`src/core/board_bus_defines.svh`:
```
// Summary of operation
// - bus released indication low when running
// - released high when halted or waiting
// - released: drivers off, outputs inactive
// - either interrupt request ends the wait
// - run/stop level: high runs, low stops
// - halt at instruction end, address-valid low
// - reset line driven out, external low restarts
// - read/write high reads, low writes
// - read/write at read level idle, halted
// - no debug module: qualifier copies address-valid
// - low refresh request starts refresh cycle
// - refresh stops both phases, memory clock runs
// - refresh grant high commands memory refresh
// - data bits bidirectional only while enabled
// - address bits driven through enabled buffers
// - direction bit 0 input, 1 output
// - port line n follows direction bit n
// - address-valid marks valid address on bus
// - memory clock is ungated phase-two copy
// - control bit 2 selects data or direction
`ifndef BOARD_BUS_DEFINES_SVH
`define BOARD_BUS_DEFINES_SVH

`define ADDR_W 16
`define DATA_W 8
`define AXI_ADDR_W 8

`define REG_PORT_A 8'h00
`define REG_ADAPTER_CTRL 8'h04
`define REG_BOARD_CFG 8'h08
`define REG_STATUS 8'h0C

`define CTRL_SELECT_BIT 2
`define CFG_DEBUG_BIT 0
`define CFG_SOFT_RESET_BIT 1
`define ST_RELEASED_BIT 0
`define ST_HALTED_BIT 1
`define ST_WAITING_BIT 2
`define ST_GRANT_BIT 3
`define ST_RESET_LINE_BIT 4
`define ST_QUALIFIER_BIT 5

`define ADAPTER_CTRL_RESET 8'h00
`define DIRECTION_RESET 8'h00
`define PORT_A_OUT_RESET 8'h00
`define BOARD_CFG_RESET 8'h00

`define RESP_OKAY 2'h0
`define RESP_DECERR 2'h3

`define CLK_PERIOD_PS 8000
`define PHASE_PERIOD_NS 1000
`define PHASE_HALF_CYCLES ((`PHASE_PERIOD_NS * 1000 / `CLK_PERIOD_PS) / 2)
`define PHASE_CNT_W 7
`define RESET_PULSE_NS 20000
`define RESET_CYCLES ((`RESET_PULSE_NS * 1000 + `CLK_PERIOD_PS - 1) / `CLK_PERIOD_PS)
`define RESET_CNT_W 12

`endif

```
`src/core/board_bus_pkg.sv`:
```
package board_bus_pkg;

  typedef enum logic [1:0] {
    RUN,
    HALTED,
    WAITING
  } run_state_e;

  // what the processor core presents in a machine cycle
  typedef struct packed {
    logic [15:0] addr;
    logic [7:0] wdata;
    logic rw;
    logic addr_valid;
    logic instr_end;
    logic wait_exec;
  } cpu_req_s;

endpackage

```
`src/core/board_system_bus_interface.sv`:
```
`timescale 1ns/10ps
`default_nettype none
`include "board_bus_defines.svh"
module board_system_bus_interface (
  input wire logic aclk,
  input wire logic aresetn,
  // register bus
  input wire logic [`AXI_ADDR_W-1:0] s_axi_awaddr,
  input wire logic s_axi_awvalid,
  output logic s_axi_awready,
  input wire logic [31:0] s_axi_wdata,
  input wire logic [3:0] s_axi_wstrb,
  input wire logic s_axi_wvalid,
  output logic s_axi_wready,
  output logic [1:0] s_axi_bresp,
  output logic s_axi_bvalid,
  input wire logic s_axi_bready,
  input wire logic [`AXI_ADDR_W-1:0] s_axi_araddr,
  input wire logic s_axi_arvalid,
  output logic s_axi_arready,
  output logic [31:0] s_axi_rdata,
  output logic [1:0] s_axi_rresp,
  output logic s_axi_rvalid,
  input wire logic s_axi_rready,
  // processor core side
  input wire board_bus_pkg::cpu_req_s cpu_req,
  input wire logic irq_n,
  input wire logic nmi_n,
  output logic cpu_step,
  output logic cpu_reset_n,
  output logic [`DATA_W-1:0] cpu_rdata,
  // backplane
  input wire logic run_stop,
  output logic bus_released,
  output logic [`ADDR_W-1:0] address_out,
  output logic address_oe,
  input wire logic [`DATA_W-1:0] data_n_in,
  output logic [`DATA_W-1:0] data_n_out,
  output logic [`DATA_W-1:0] data_n_oe,
  output logic read_write,
  output logic memory_address_valid,
  input wire logic user_address_valid_qualifier_in,
  output logic user_address_valid_qualifier_out,
  output logic user_address_valid_qualifier_oe,
  input wire logic reset_line_in,
  output logic reset_line_out,
  output logic reset_line_oe,
  input wire logic refresh_request_n,
  output logic refresh_grant,
  output logic phase_one_clock,
  output logic phase_two_clock,
  output logic ungated_memory_clock,
  // first parallel adapter, port A
  input wire logic [`DATA_W-1:0] first_adapter_port_a_line_in,
  output logic [`DATA_W-1:0] first_adapter_port_a_line_out,
  output logic [`DATA_W-1:0] first_adapter_port_a_line_oe
);

  ////////////////////////////////////////////////////////////////////////////
  // declarations

  board_bus_pkg::run_state_e state_q;
  board_bus_pkg::run_state_e state_d;
  logic [`PHASE_CNT_W-1:0] phase_cnt_q;
  logic phase_two_half_q;
  logic phase_one_lead;
  logic cycle_en;
  logic nmi_n_q;
  logic nmi_pending_q;
  logic bus_active;
  logic data_drive;
  logic [`RESET_CNT_W-1:0] por_cnt_q;
  logic [`DATA_W-1:0] adapter_ctrl_q;
  logic [`DATA_W-1:0] direction_q;
  logic [`DATA_W-1:0] port_a_out_q;
  logic [`DATA_W-1:0] port_a_sample;
  logic [`DATA_W-1:0] board_cfg_q;
  logic [`AXI_ADDR_W-1:0] awaddr_q;
  logic [`DATA_W-1:0] wdata_q;
  logic wstrb0_q;
  logic aw_have_q;
  logic w_have_q;
  logic do_write;
  logic [`DATA_W-1:0] port_a_view;
  logic [`DATA_W-1:0] status_view;

  ////////////////////////////////////////////////////////////////////////////
  // two-phase clock generator

  // one half of the processor clock is PHASE_HALF_CYCLES fast clocks long
  always_ff @(posedge aclk) begin
    if (!aresetn) begin
      phase_cnt_q <= '0;
      phase_two_half_q <= 1'b0;
    end else if (phase_cnt_q == `PHASE_CNT_W'(`PHASE_HALF_CYCLES - 1)) begin
      phase_cnt_q <= '0;
      phase_two_half_q <= !phase_two_half_q;
    end else begin
      phase_cnt_q <= phase_cnt_q + 1'b1;
    end
  end

  assign phase_one_lead = (phase_cnt_q == `PHASE_CNT_W'(`PHASE_HALF_CYCLES - 1))
    && phase_two_half_q;
  // a stopped processor clock means no machine cycle either
  assign cycle_en = phase_one_lead && !refresh_grant;

  always_ff @(posedge aclk) begin
    if (!aresetn) begin
      refresh_grant <= 1'b0;
    end else begin
      refresh_grant <= !refresh_request_n;
    end
  end

  // phase outputs follow the half counter one clock late, gated by refresh
  always_ff @(posedge aclk) begin
    if (!aresetn) begin
      phase_one_clock <= 1'b0;
      phase_two_clock <= 1'b0;
      ungated_memory_clock <= 1'b0;
    end else begin
      phase_one_clock <= !phase_two_half_q && !refresh_grant;
      phase_two_clock <= phase_two_half_q && !refresh_grant;
      ungated_memory_clock <= phase_two_half_q;
    end
  end

  ////////////////////////////////////////////////////////////////////////////
  // reset line

  // the line is open drain: we only ever pull it low
  always_ff @(posedge aclk) begin
    if (!aresetn) begin
      por_cnt_q <= '0;
    end else if (por_cnt_q != `RESET_CNT_W'(`RESET_CYCLES)) begin
      por_cnt_q <= por_cnt_q + 1'b1;
    end
  end

  always_ff @(posedge aclk) begin
    if (!aresetn) begin
      reset_line_out <= 1'b0;
      reset_line_oe <= 1'b1;
    end else begin
      reset_line_out <= 1'b0;
      reset_line_oe <= (por_cnt_q != `RESET_CNT_W'(`RESET_CYCLES))
        || board_cfg_q[`CFG_SOFT_RESET_BIT];
    end
  end

  // whoever pulls the line low, the processor restarts from it
  always_ff @(posedge aclk) begin
    if (!aresetn) begin
      cpu_reset_n <= 1'b0;
    end else begin
      cpu_reset_n <= reset_line_in;
    end
  end

  ////////////////////////////////////////////////////////////////////////////
  // run, halt and wait

  // the edge latch keeps a falling edge that came while not waiting
  always_ff @(posedge aclk) begin
    if (!aresetn) begin
      nmi_n_q <= 1'b1;
      nmi_pending_q <= 1'b0;
    end else begin
      nmi_n_q <= nmi_n;
      if (nmi_n_q && !nmi_n) begin
        nmi_pending_q <= 1'b1;
      end else if (cycle_en && state_q == board_bus_pkg::WAITING) begin
        nmi_pending_q <= 1'b0;
      end
    end
  end

  always_comb begin
    state_d = state_q;
    if (!cpu_reset_n) begin
      state_d = board_bus_pkg::RUN;
    end else if (cycle_en) begin
      unique case (state_q)
        board_bus_pkg::RUN: begin
          // stops only where an instruction ends
          if (cpu_req.instr_end && !run_stop) begin
            state_d = board_bus_pkg::HALTED;
          end else if (cpu_req.instr_end && cpu_req.wait_exec) begin
            state_d = board_bus_pkg::WAITING;
          end
        end
        board_bus_pkg::HALTED: begin
          if (run_stop) begin
            state_d = board_bus_pkg::RUN;
          end
        end
        board_bus_pkg::WAITING: begin
          if (!irq_n || nmi_pending_q) begin
            state_d = board_bus_pkg::RUN;
          end
        end
        default: begin
          state_d = board_bus_pkg::RUN;
        end
      endcase
    end
  end

  always_ff @(posedge aclk) begin
    if (!aresetn) begin
      state_q <= board_bus_pkg::RUN;
    end else begin
      state_q <= state_d;
    end
  end

  always_ff @(posedge aclk) begin
    if (!aresetn) begin
      cpu_step <= 1'b0;
    end else begin
      cpu_step <= cycle_en && cpu_reset_n && state_d == board_bus_pkg::RUN;
    end
  end

  ////////////////////////////////////////////////////////////////////////////
  // backplane buffers

  assign bus_active = cpu_reset_n && state_d == board_bus_pkg::RUN;
  assign data_drive = bus_active && cpu_req.addr_valid && !cpu_req.rw;

  always_ff @(posedge aclk) begin
    if (!aresetn) begin
      bus_released <= 1'b0;
      address_out <= '0;
      address_oe <= 1'b0;
      read_write <= 1'b1;
      memory_address_valid <= 1'b0;
    end else begin
      bus_released <= !bus_active;
      address_out <= cpu_req.addr;
      address_oe <= bus_active;
      read_write <= bus_active ? cpu_req.rw : 1'b1;
      memory_address_valid <= bus_active && cpu_req.addr_valid;
    end
  end

  // with a debug module fitted the qualifier pin is only listened to
  always_ff @(posedge aclk) begin
    if (!aresetn) begin
      user_address_valid_qualifier_out <= 1'b0;
      user_address_valid_qualifier_oe <= 1'b1;
    end else begin
      user_address_valid_qualifier_out <= bus_active && cpu_req.addr_valid;
      user_address_valid_qualifier_oe <= !board_cfg_q[`CFG_DEBUG_BIT];
    end
  end

  // backplane data is negative true in both directions
  bidir_line_cell #(
    .WIDTH(`DATA_W),
    .INVERT(1'b1)
  ) u_data_cell (
    .aclk(aclk),
    .aresetn(aresetn),
    .drive_d(cpu_req.wdata),
    .enable_d({`DATA_W{data_drive}}),
    .pin_in(data_n_in),
    .pin_out(data_n_out),
    .pin_oe(data_n_oe),
    .sample_q(cpu_rdata)
  );

  ////////////////////////////////////////////////////////////////////////////
  // first parallel adapter, port A

  bidir_line_cell #(
    .WIDTH(`DATA_W),
    .INVERT(1'b0)
  ) u_port_a_cell (
    .aclk(aclk),
    .aresetn(aresetn),
    .drive_d(port_a_out_q),
    .enable_d(direction_q),
    .pin_in(first_adapter_port_a_line_in),
    .pin_out(first_adapter_port_a_line_out),
    .pin_oe(first_adapter_port_a_line_oe),
    .sample_q(port_a_sample)
  );

  // output lines read back the latch, input lines the pin
  assign port_a_view = adapter_ctrl_q[`CTRL_SELECT_BIT]
    ? ((port_a_out_q & direction_q) | (port_a_sample & ~direction_q))
    : direction_q;

  assign status_view = {
    2'h0,
    user_address_valid_qualifier_in,
    reset_line_in,
    refresh_grant,
    state_q == board_bus_pkg::WAITING,
    state_q == board_bus_pkg::HALTED,
    bus_released
  };

  ////////////////////////////////////////////////////////////////////////////
  // register bus slave

  // the held address and data are written only once the pending response is taken
  assign do_write = aw_have_q && w_have_q && !s_axi_bvalid;

  always_ff @(posedge aclk) begin
    if (!aresetn) begin
      aw_have_q <= 1'b0;
      awaddr_q <= '0;
    end else if (s_axi_awvalid && s_axi_awready) begin
      aw_have_q <= 1'b1;
      awaddr_q <= s_axi_awaddr;
    end else if (do_write) begin
      aw_have_q <= 1'b0;
    end
  end

  always_ff @(posedge aclk) begin
    if (!aresetn) begin
      w_have_q <= 1'b0;
      wdata_q <= '0;
      wstrb0_q <= 1'b0;
    end else if (s_axi_wvalid && s_axi_wready) begin
      w_have_q <= 1'b1;
      wdata_q <= s_axi_wdata[`DATA_W-1:0];
      wstrb0_q <= s_axi_wstrb[0];
    end else if (do_write) begin
      w_have_q <= 1'b0;
    end
  end

  always_ff @(posedge aclk) begin
    if (!aresetn) begin
      s_axi_awready <= 1'b0;
      s_axi_wready <= 1'b0;
    end else begin
      s_axi_awready <= !aw_have_q && !(s_axi_awvalid && s_axi_awready);
      s_axi_wready <= !w_have_q && !(s_axi_wvalid && s_axi_wready);
    end
  end

  always_ff @(posedge aclk) begin
    if (!aresetn) begin
      s_axi_bvalid <= 1'b0;
      s_axi_bresp <= `RESP_OKAY;
    end else if (do_write) begin
      s_axi_bvalid <= 1'b1;
      unique case (awaddr_q)
        `REG_PORT_A, `REG_ADAPTER_CTRL, `REG_BOARD_CFG, `REG_STATUS: begin
          s_axi_bresp <= `RESP_OKAY;
        end
        default: begin
          s_axi_bresp <= `RESP_DECERR;
        end
      endcase
    end else if (s_axi_bready) begin
      s_axi_bvalid <= 1'b0;
    end
  end

  // writable registers; status ignores writes
  always_ff @(posedge aclk) begin
    if (!aresetn) begin
      adapter_ctrl_q <= `ADAPTER_CTRL_RESET;
      direction_q <= `DIRECTION_RESET;
      port_a_out_q <= `PORT_A_OUT_RESET;
      board_cfg_q <= `BOARD_CFG_RESET;
    end else if (do_write && wstrb0_q) begin
      unique case (awaddr_q)
        `REG_PORT_A: begin
          if (adapter_ctrl_q[`CTRL_SELECT_BIT]) begin
            port_a_out_q <= wdata_q;
          end else begin
            direction_q <= wdata_q;
          end
        end
        `REG_ADAPTER_CTRL: begin
          adapter_ctrl_q <= wdata_q;
        end
        `REG_BOARD_CFG: begin
          board_cfg_q <= wdata_q;
        end
        default: begin
          board_cfg_q <= board_cfg_q;
        end
      endcase
    end
  end

  always_ff @(posedge aclk) begin
    if (!aresetn) begin
      s_axi_arready <= 1'b0;
      s_axi_rvalid <= 1'b0;
      s_axi_rdata <= '0;
      s_axi_rresp <= `RESP_OKAY;
    end else if (s_axi_arvalid && s_axi_arready) begin
      s_axi_arready <= 1'b0;
      s_axi_rvalid <= 1'b1;
      s_axi_rresp <= `RESP_OKAY;
      unique case (s_axi_araddr)
        `REG_PORT_A: begin
          s_axi_rdata <= {24'h000000, port_a_view};
        end
        `REG_ADAPTER_CTRL: begin
          s_axi_rdata <= {24'h000000, adapter_ctrl_q};
        end
        `REG_BOARD_CFG: begin
          s_axi_rdata <= {24'h000000, board_cfg_q};
        end
        `REG_STATUS: begin
          s_axi_rdata <= {24'h000000, status_view};
        end
        default: begin
          s_axi_rdata <= 32'h00000000;
          s_axi_rresp <= `RESP_DECERR;
        end
      endcase
    end else if (s_axi_rvalid) begin
      if (s_axi_rready) begin
        s_axi_rvalid <= 1'b0;
      end
    end else begin
      s_axi_arready <= 1'b1;
    end
  end

endmodule // board_system_bus_interface
`default_nettype wire

```
`src/core/bidir_line_cell.sv`:
```
`timescale 1ns/10ps
`default_nettype none
module bidir_line_cell #(
  parameter int WIDTH = 8,
  parameter bit INVERT = 1'b0
) (
  input wire logic aclk,
  input wire logic aresetn,
  input wire logic [WIDTH-1:0] drive_d,
  input wire logic [WIDTH-1:0] enable_d,
  input wire logic [WIDTH-1:0] pin_in,
  output logic [WIDTH-1:0] pin_out,
  output logic [WIDTH-1:0] pin_oe,
  output logic [WIDTH-1:0] sample_q
);

  // per bit: the line drives only where its enable is set
  always_ff @(posedge aclk) begin
    if (!aresetn) begin
      pin_out <= '0;
      pin_oe <= '0;
    end else begin
      pin_out <= INVERT ? ~drive_d : drive_d;
      pin_oe <= enable_d;
    end
  end

  always_ff @(posedge aclk) begin
    if (!aresetn) begin
      sample_q <= '0;
    end else begin
      sample_q <= INVERT ? ~pin_in : pin_in;
    end
  end

endmodule // bidir_line_cell
`default_nettype wire

```
`config.mk`:
```
export PLATFORM = sky130hd
export DESIGN_NAME = board_system_bus_interface
export DESIGN_NICKNAME = d
export VERILOG_FILES = /design/src/core/board_bus_pkg.sv /design/src/core/board_system_bus_interface.sv /design/src/core/bidir_line_cell.sv
export VERILOG_INCLUDE_DIRS = /design/src /design/src/core
export SDC_FILE = /design/constraint.sdc
export NUM_CORES = 1
export LEC_CHECK = 0
export ABC_AREA = 1
export BUFFER_PORTS_ARGS = -buffer_cell sky130_fd_sc_hd__buf_2
export CAP_MARGIN = 15
export CORE_MARGIN = 2
export CORE_UTILIZATION = 50
export DETAILED_ROUTE_END_ITERATION = 6
export GPL_TIMING_DRIVEN = 0
export PLACE_DENSITY_LB_ADDON = 0.12
export REMOVE_ABC_BUFFERS = 1
export SLEW_MARGIN = 20
export SYNTH_ARGS = -nofsm -noshare
export SYNTH_HDL_FRONTEND = slang
export SYNTH_HIERARCHICAL = 1
export SYNTH_SLANG_ARGS = --single-unit
```
`constraint.sdc`:
```
create_clock -name aclk -period 2.3 [get_ports aclk]
set_clock_uncertainty 0.1 [all_clocks]
set_input_delay 0.46 -clock aclk [delete_from_list [all_inputs] [get_ports aclk]]
set_output_delay 0.46 -clock aclk [all_outputs]
set_load 0.005 [all_outputs]
```
### Word level (Yosys, flattened, before mapping)

Index checks and enable logic that the tools add are counted.

* bits in latches: 0
* output and inout port bits: 111
* bits in read-only memories: 0
* RAM bits: 0
* register bits after elaboration: 185
* memories kept: 0
* logic and storage cells: 137

* shifts and indexed selects: 0
* $mul: 0
* $lt $le $gt $ge: 0
* divide/modulo/power cells: 0
* mux-type cells: 21
* reduce and logical (&&, ||, !) cells: 54
* bitwise gates (word level): 8
* add/subtract/negate cells: 2
* equality and inequality tests: 10

Operator list (number)
* == test 8 x 4 -> 1 bit (second input constant): 4
* case mux 8 bit (4 select lines): 1
* inverter 8 bit: 3
* logical AND 1 bit: 21
* bitwise AND 8 bit: 2
* == test 8 x 3 -> 1 bit (second input constant): 2
* logical NOT 8 bit: 2
* two-way mux 2 bit: 8
* logical NOT 1 bit: 14
* adder 12 x 1 -> 12 bit (second input constant): 1
* != test 12 bit (second input constant): 1
* two-way mux 1 bit: 10
* two-way mux 8 bit: 1
* bitwise OR 8 bit: 1
* nonzero test 2 bit: 4
* OR reduction 4 bit: 2
* adder 7 x 1 -> 7 bit (second input constant): 1
* == test 7 x 6 -> 1 bit (second input constant): 1
* case mux 2 bit (3 select lines): 1
* AND reduction 2 bit: 3
* AND reduction 3 bit: 2
* logical NOT 2 bit: 2
* OR reduction 2 bit: 2
* == test 2 x 1 -> 1 bit (second input constant): 1
* 3 further kinds: 5

### Depth between registers and ports, before layout

Gate-level depths: netlist of the first run.

* depth after elaboration: 10
* gate-level depth with buffers: 13
* depth with buffers taken out: 13

### Cells and area by module

Netlist of the first run, hierarchy kept.

Modules (own cells, without submodules)
* board_system_bus_interface: area an instance 5001.0 um2, times used 1, cells an instance 662
* bidir_line_cell at u_data_cell: area an instance 715.7 um2, times used 1, cells an instance 59
* bidir_line_cell at u_port_a_cell: area an instance 683.2 um2, times used 1, cells an instance 74

### Worst setup path before layout of the first run

Ideal clock, no wire load.

* path kind: register to register
* from: reg phase_cnt_q[0]
* to: reg u_data_cell/pin_oe[0] (netlist name)
* stages on the path, launching flop included: 12
* arrival: 1516 ps
* path slack: 626 ps
* library setup time: 57 ps
* data required time: 2143 ps
* cells stage by stage: dfxtp_1 ha_1 inv_1 nor2_2 nand2_2 nor2_4 nand2_2 a21oi_4 nand2_1 nor2_1 nand2_1 inv_1

* longest elaborated chain between the ends: 9

Ends and longest elaborated chain
* start, declared: line board_system_bus_interface.sv:64 `` logic [`PHASE_CNT_W-1:0] phase_cnt_q; ``
* start signal, assigned: line board_system_bus_interface.sv:99 `phase_cnt_q <= phase_cnt_q + 1'b1;`
* == test 7 x 6 -> 1 bit: line board_system_bus_interface.sv:103 `` assign phase_one_lead = (phase_cnt_q == `PHASE_CNT_W'(`PHASE_HALF_CYCLES - 1)) ``
* logical AND 1 bit: line board_system_bus_interface.sv:103
* logical AND 1 bit: line board_system_bus_interface.sv:106 `assign cycle_en = phase_one_lead && !refresh_grant;`
* two-way mux 2 bit: line board_system_bus_interface.sv:183 `end else if (cycle_en) begin`
* two-way mux 2 bit: line board_system_bus_interface.sv:181 `if (!cpu_reset_n) begin`
* logical NOT 2 bit: line board_system_bus_interface.sv:229 `assign bus_active = cpu_reset_n && state_d == board_bus_pkg::RUN;`
* logical AND 1 bit: line board_system_bus_interface.sv:229
* logical AND 1 bit (2 in series): line board_system_bus_interface.sv:230 `assign data_drive = bus_active && cpu_req.addr_valid && !cpu_req.rw;`
* via data_drive: line board_system_bus_interface.sv:71 `logic data_drive;`

The timed path passes the listed nets, and every way through them passes these cells.
A chain may end at the register's enable or synchronous reset.

### Final worst setup path of the first run

* from: reg phase_cnt_q[1]
* to: reg u_data_cell/pin_oe[6] (netlist name)

* longest elaborated chain between the ends: 9

Ends and longest elaborated chain (line)
* == test 7 x 6 -> 1 bit: board_system_bus_interface.sv:103
* logical AND 1 bit: board_system_bus_interface.sv:103
* logical AND 1 bit: board_system_bus_interface.sv:106
* two-way mux 2 bit: board_system_bus_interface.sv:183
* two-way mux 2 bit: board_system_bus_interface.sv:181
* logical NOT 2 bit: board_system_bus_interface.sv:229
* logical AND 1 bit: board_system_bus_interface.sv:229
* logical AND 1 bit (2 in series): board_system_bus_interface.sv:230
* via data_drive: board_system_bus_interface.sv:71

The timed path passes the listed nets, and every way through them passes these cells.

==> results of run 1 <==
[cell type report]
type	count	area, um2
sequential	166	3320
multi-input combinational	482	2330
fill	1168	4830
timing repair buffer	168	866
clock inverter	11	101
clock buffer	21	460
inverter	116	440
tap	172	215
[worst max-delay path, delay by kind of cell, from the launching register on]
family,cells,cell delay [ps]
AND/OR/NAND/NOR,6,860
flip-flops,1,350
AO/OA/AOI/OAI,1,220
buffers and inverters,3,190
adder cells (fa/ha/maj),1,160
[cell families (layout without fill, tap and decap cells)]
group | count (synthesis) | in the layout | share of synthesized area
AOI/OAI and AO/OA | 135 | 135 | 0.109
xor gates and xnor gates | 2 | 2 | 0.00274
adders and majority gates | 4 | 4 | 0.00782
buffers and inverters | 171 | 316 | 0.130
DFF | 166 | 166 | 0.519
other | 1 | 25 | 0.000586
and+or+nand+nor | 316 | 316 | 0.230
[worst max path at each step]
stage	start	end	slack, ps	cells after the start
global placement	aresetn	nmi_pending_q	-1080	4
floorplan	phase_cnt_q[0]	u_data_cell/pin_oe[0]	630	11
CTS	phase_cnt_q[1]	u_data_cell/pin_oe[6]	330	11
global route	phase_cnt_q[1]	u_data_cell/pin_oe[7]	130	11
detailed placement	aresetn	nmi_pending_q	70	5
finish	phase_cnt_q[1]	u_data_cell/pin_oe[6]	360	11
[per-stage QoR]
| step | utilization | hold WS [ps] | setup slack [ps] | total power [W] | TNS (ps) |
|---|---|---|---|---|---|
| after global routing | 0.616 | 63.2 | 127 | 0.00630 | 0 |
| after detailed placement | 0.571 | 329 | 73.3 | 0.00347 | 0 |
| final | 0.616 | 81.0 | 365 | 0.00607 | 0 |
| after global placement | 0.569 | 326 | -1080 | 0.00346 | -37210 |
| after floorplan | - | 271 | 626 | 0.00327 | 0 |
| after CTS | 0.616 | 65.3 | 334 | 0.00613 | 0 |
[power groups by stage]
stage | Sequential [W] | Clock [W] | Combinational [W]
after floorplan | 0.00308 | 0 | 0.000190
after global placement | 0.00308 | 0 | 0.000379
after detailed placement | 0.00309 | 0 | 0.000387
after CTS | 0.00302 | 0.00272 | 0.000388
after global routing | 0.00303 | 0.00283 | 0.000442
final | 0.00302 | 0.00266 | 0.000384
[routing by layer]
metal  part of all wire  GRT usage  routed length (um)  up-vias
met5                  0          0                   0        -
met4              0.018     0.0800                 233        0
met3              0.081     0.0618                1060       22
met2               0.43      0.305                5630      184
met1               0.47      0.251                6170     2346
li1                   -          -                   -     2759
[cell usage after synthesis (all sizes together) (2+ instances only)]
cell type  instances
dfxtp            166
nand2            163
inv              116
a21oi             74
nor2              70
nand3             66
o21ai             55
buf               41
clkbuf            14
nor3               6
ha                 4
or2                4
nand4              3
a211oi             2
a31oi              2
nor4               2
xor2               2
==> results.cfg, run 1 <==
[yosys]
yosysSeqAreaShare = 0.519
synth.distinct_cells = 37
post-synth-top-area-fraction = 0.519
yosysTopAreaCell = dfxtp_1
synthFlopType = dfxtp_1
synth.cell_area_um2 = 6400
synth-seq-cells = 166
synth-async-reset-ratio = 0
number_of_flops_mapped_to_enable_cells_by_yosys = 0
synthesis.area_per_instance_um2 = 8.05
netlist_instances = 795
ys.warnings.count = 6
netlist_top_cells_area = dfxtp_1 52%, nand2_1 9.3%, inv_1 6.6%

[final_layout]
layout-area-overhead-vs-synth_pct = 21.0
final_design_area_no_fill_um2 = 7740
antenna_cells_inserted = 0
final_layout_size_suffix_gt1_frac = 0.244
final_net_count = 1064
largest_registers = address_out (16), por_cnt_q (12)
largest-register = address_out
layoutNonFillerInstCount = 1136
largest_register_ff_count = 16
most_frequent_cells_in_the_layout = 166 x dfxtp_1, 166 x buf_2, 158 x nand2_1, 113 x inv_1, 73 x a21oi_1

[cts]
postCtsSetupRepairBufs = 0
cts_htree_levels = 4
cts-root-buf = clkbuf_16
cts_hold_buffers = 0
cts-buffers-inserted = 17
numClockSinks = 166
cts.clk_slew.worst_paths_ps = 60
clock_latency_ps = 420
clockBufferDepth = 2
clock_tree_from_tritoncts = built
cts_resizes = 0

[worst_setup_path]
critical_path.startpoint_type = flip-flop
arrival_ps = 2200
setup.worst_path.class = flip-flop to flip-flop
cp-end-kind = flip-flop
reg2reg_setup_slack_ps = 360
ff_to_ff_end = u_data_cell/pin_oe[6]
critical_path.slowest_cell = dfxtp_1
crit_path_max_fanout = 8
worst_endpoint_required_time_ps = 2560
rr_startpoint = phase_cnt_q[1]
worst_r2r_path_depth = 11
worst_path_largest_cell_delay_ps = 350
crit_path_cell_trace = inv_1, ha_1, inv_1, nor2_1, nand3_1, nand2_1, a21oi_4, nand2_1, nor2_1, nand2_1, inv_1

[floorplanning]
placement_rows = 41
dieWidth_um = 117
io-pin-count = 220
floorplan.initialDensity = 0.509
core_um2 = 12600
die_h_um = 117
die_area_um2 = 13700

[global_route]
grt_antenna_before_repair = 0
global_route.overflow_total = 0
vias_in_the_first_global_route = 4753
grt_max_degree = 71
global_route_wire_length_before_repair_um = 21000
groute.usage.overall = 0.195

[min_path]
worst_hold_path_type = primary input to flip-flop
holdPathEnd = u_data_cell/pin_out[7]
min_delay_path_depth = 2
hold_path_startpoint = cpu_req[11]

[pwr]
ir_drop_mv = 0.499
switching_power_w = 0.00140
pwr-share-comb = 0.063
pwr-share-seq = 0.498
power_per_cell_area_nw_per_um2 = 784
power_leakage_nw = 3.86
swShare = 0.230
power_report.internal_total_w = 0.00467
share_clk_of_total_power = 0.438

[placed_design]
post-place-cells = 1104
dp.final_hpwl_um = 9300
io_port_bufs = 167
placed_area_um2 = 7180
globalplace.congestion = 0.775

[sta]
slew_violations = 0
finalCritPeriodShare = 0.841
max_freq_ghz = 0.517
timing_hold_violations_final = 0
setup_viol = 0
worst_slew_pin_slew_ps = 808
timing.final.crit_period_ps = 1940
timing.max_slew.rel_slack = 0.461
setup_repair_after_global_routing_missed_its_margin = false

[route]
vias_post_dr = 5311
drtAntennaViolNets = 0
drt-initial-drc-count = 290
post-route-drc-count = 0
detailed_route_wire_length_per_cell_um = 11.5
drt-total-wl_um = 13100
via_per_inst = 4.68
drt_pass1_iterations = 5

[outcome]
run_status = completed

[job]
max-cap-violations = 0
No activity file was read; power rests on OpenSTA's default activity.
==> inputs of run 2 (changes only) <==
ABC_AREA = 0   (was 1)
CORE_UTILIZATION = 49   (was 50)
clock period = 1.8 ns   (was 2.3 ns; I/O delays follow)
==> run 2 against run 1 <==
The flow now finishes with violations (setup timing). Via count fell by 12%. Register-to-register slack got worse by 560 ps. Global-route usage rose by 0.64 points. Cell count fell by 15%. Clock-buffer cell count rose by 2. Flip-flop and latch count did not move. Critical path type unchanged. Critical endpoint is now read_write.
==> results.cfg, run 2 <==
[pwr]
power_per_cell_area_nw_per_um2 = 1040
ir_drop_mv = 0.449
power_leakage_nw = 3.68

[worst_setup_path]
worst_r2r_path_depth = 8
arrival_ps = 2190
worst_endpoint_required_time_ps = 2000
setup.worst_path.class = flip-flop to flip-flop
crit_path_max_fanout = 3
cp-end-kind = flip-flop
critical_path.startpoint_type = flip-flop

[sta]
worst_slew_pin_slew_ps = 788
setup_repair_after_global_routing_missed_its_margin = true
slew_violations = 0
setup-tns-final_ps = -1770
timing_hold_violations_final = 0
finalCritPeriodShare = 1.11
hold-worst-slack_ps = 34.1
setup_viol = 13
max_freq_ghz = 0.501
timing.max_slew.rel_slack = 0.475
worst_slack_ps = -196
timing.final.crit_period_ps = 2000

[route]
vias_post_dr = 4662
wl_met2_um = 6490
detailed_route_wire_length_per_cell_um = 14.0
drt_pass1_iterations = 7
met3_wirelength_um = 1110
topRoutingLayerUsed = met4
post-route-drc-count = 0
routedLengthMet1_um = 5520
via_per_inst = 4.86
drtAntennaViolNets = 0
drt-total-wl_um = 13400
drt-initial-drc-count = 188

[cts]
cts_htree_levels = 4
clock_tree_from_tritoncts = built
cts-buffers-inserted = 17
clock_latency_ps = 420
clockBufferDepth = 2
cts-root-buf = clkbuf_16
cts.clk_slew.worst_paths_ps = 60
numClockSinks = 166

[yosys]
post-synth-top-area-fraction = 0.547
synthesis.area_per_instance_um2 = 10.1
number_of_flops_mapped_to_enable_cells_by_yosys = 0
yosysTopAreaCell = dfxtp_1
synthFlopType = dfxtp_1
synth-seq-cells = 166
synth.cell_area_um2 = 6080
top_cells_by_count_synth = 166 x dfxtp_1, 58 x nor2_1, 48 x nand2_1, 36 x a21oi_1, 35 x and2_1
yosysSeqAreaShare = 0.547
synth.distinct_cells = 51
netlist_instances = 603
synth-async-reset-ratio = 0
ys.warnings.count = 6
netlist_top_cells_area = dfxtp_1 55%, mux2i_1 5.4%, buf_4 3.7%
post-synth-top-count-cell = dfxtp_1

[placed_design]
dp.final_hpwl_um = 8880
globalplace.congestion = 0.798
preCtsSetupSlack_ps = -1100
placed_area_um2 = 6890
io_port_bufs = 167

[global_route]
global_route_wire_length_before_repair_um = 20600
grt_antenna_before_repair = 0
groute.usage.overall = 0.202
vias_in_the_first_global_route = 4298
grt_max_degree = 80
global_route.overflow_total = 0

[floorplanning]
die_area_um2 = 13300
floorplan.initialDensity = 0.504
die_h_um = 115
dieWidth_um = 115
io-pin-count = 220
core_um2 = 12100
placement_rows = 40

[final_layout]
final_layout_size_suffix_gt1_frac = 0.324
largest-register = address_out
final_common_cell = buf_2
largest_register_ff_count = 16
antenna_cells_inserted = 0
layout-area-overhead-vs-synth_pct = 28.5
final_design_area_no_fill_um2 = 7810
largest_registers = address_out (16), por_cnt_q (12)
final_net_count = 892
n_fill_cell = 978
most_frequent_cells_in_the_layout = 166 x buf_2, 162 x dfxtp_1, 57 x nor2_1, 48 x nand2_1, 36 x a21oi_1

[job]
max-cap-violations = 0

[outcome]
run_status = complete, but fails checks
failed_checks = setup timing

[min_path]
worst_hold_path_type = primary input to flip-flop
min_delay_path_depth = 2
-- run 2: final timing paths --
path,start,to,slack [ps]
worst max-delay path,phase_cnt_q[1],read_write,-200
worst min-delay path,nmi_n,nmi_n_q,30
worst max register to register,phase_cnt_q[1],read_write,-200
worst min register to register,board_cfg_q[0],user_address_valid_qualifier_oe,300
-- run 2: area by class of cell --
class	instances	area (um2)	share of cell area
clock inverters	9	145	0.0186
flip-flops and latches	166	3330	0.427
well taps	168	210	0.0269
inverters	15	58.8	0.00753
multi-input cells	394	2560	0.329
clock buffers	23	498	0.0638
repair buffers	185	997	0.128
-- run 2: cell families (layout without fill, tap and decap cells) --
logic type,Yosys count,after routing,share of synthesized area
simple gates,247,247,0.223
buf+inv,67,232,0.0624
xor+xnor,13,13,0.0187
mux,38,38,0.0729
other cells,1,25,0.000617
flops,166,166,0.547
fa+ha+maj,4,4,0.00824
compound gates,67,67,0.0673
-- run 2: power by group --
part | switching [W] | internal, W
Sequential | 0.0000606 | 0.00378
Combinational | 0.000227 | 0.000208
Clock | 0.00138 | 0.00250
-- run 2: per-stage QoR --
step                cells  total power [W]  utilization
floorplan             575          0.00409            -
global placement      910          0.00431        0.571
detailed placement    910          0.00432        0.571
CTS                   956          0.00821        0.638
global route          960          0.00847        0.647
finish                960          0.00815        0.647
-- run 2: metal layers --
layer / global-route usage / up-vias
met4: 0.0932 / 0
met2: 0.342 / 168
met1: 0.236 / 2149
li1: - / 2321
met5: 0 / -
met3: 0.0564 / 24
-- run 2: worst max-delay path, cell delays in order (launching register included) --
cell and delay, ps:
dfxtp_2 330, inv_2 60, ha_4 120, nand4bb_1 140, buf_4 190, nor3_4 230, o21ai_4 100, buf_6 130
or4_4 460
-- run 2: timing repair --
| item | CTS | global route |
|---|---|---|
| hold buffers | 5 | 0 |
| gates resized for setup | 12 | 15 |
| pin swaps | 7 | 7 |
| endpoints found under the hold margin | 5 | 0 |
| buffers inserted | 9 | 4 |
| endpoints found under the setup margin | 91 | 35 |
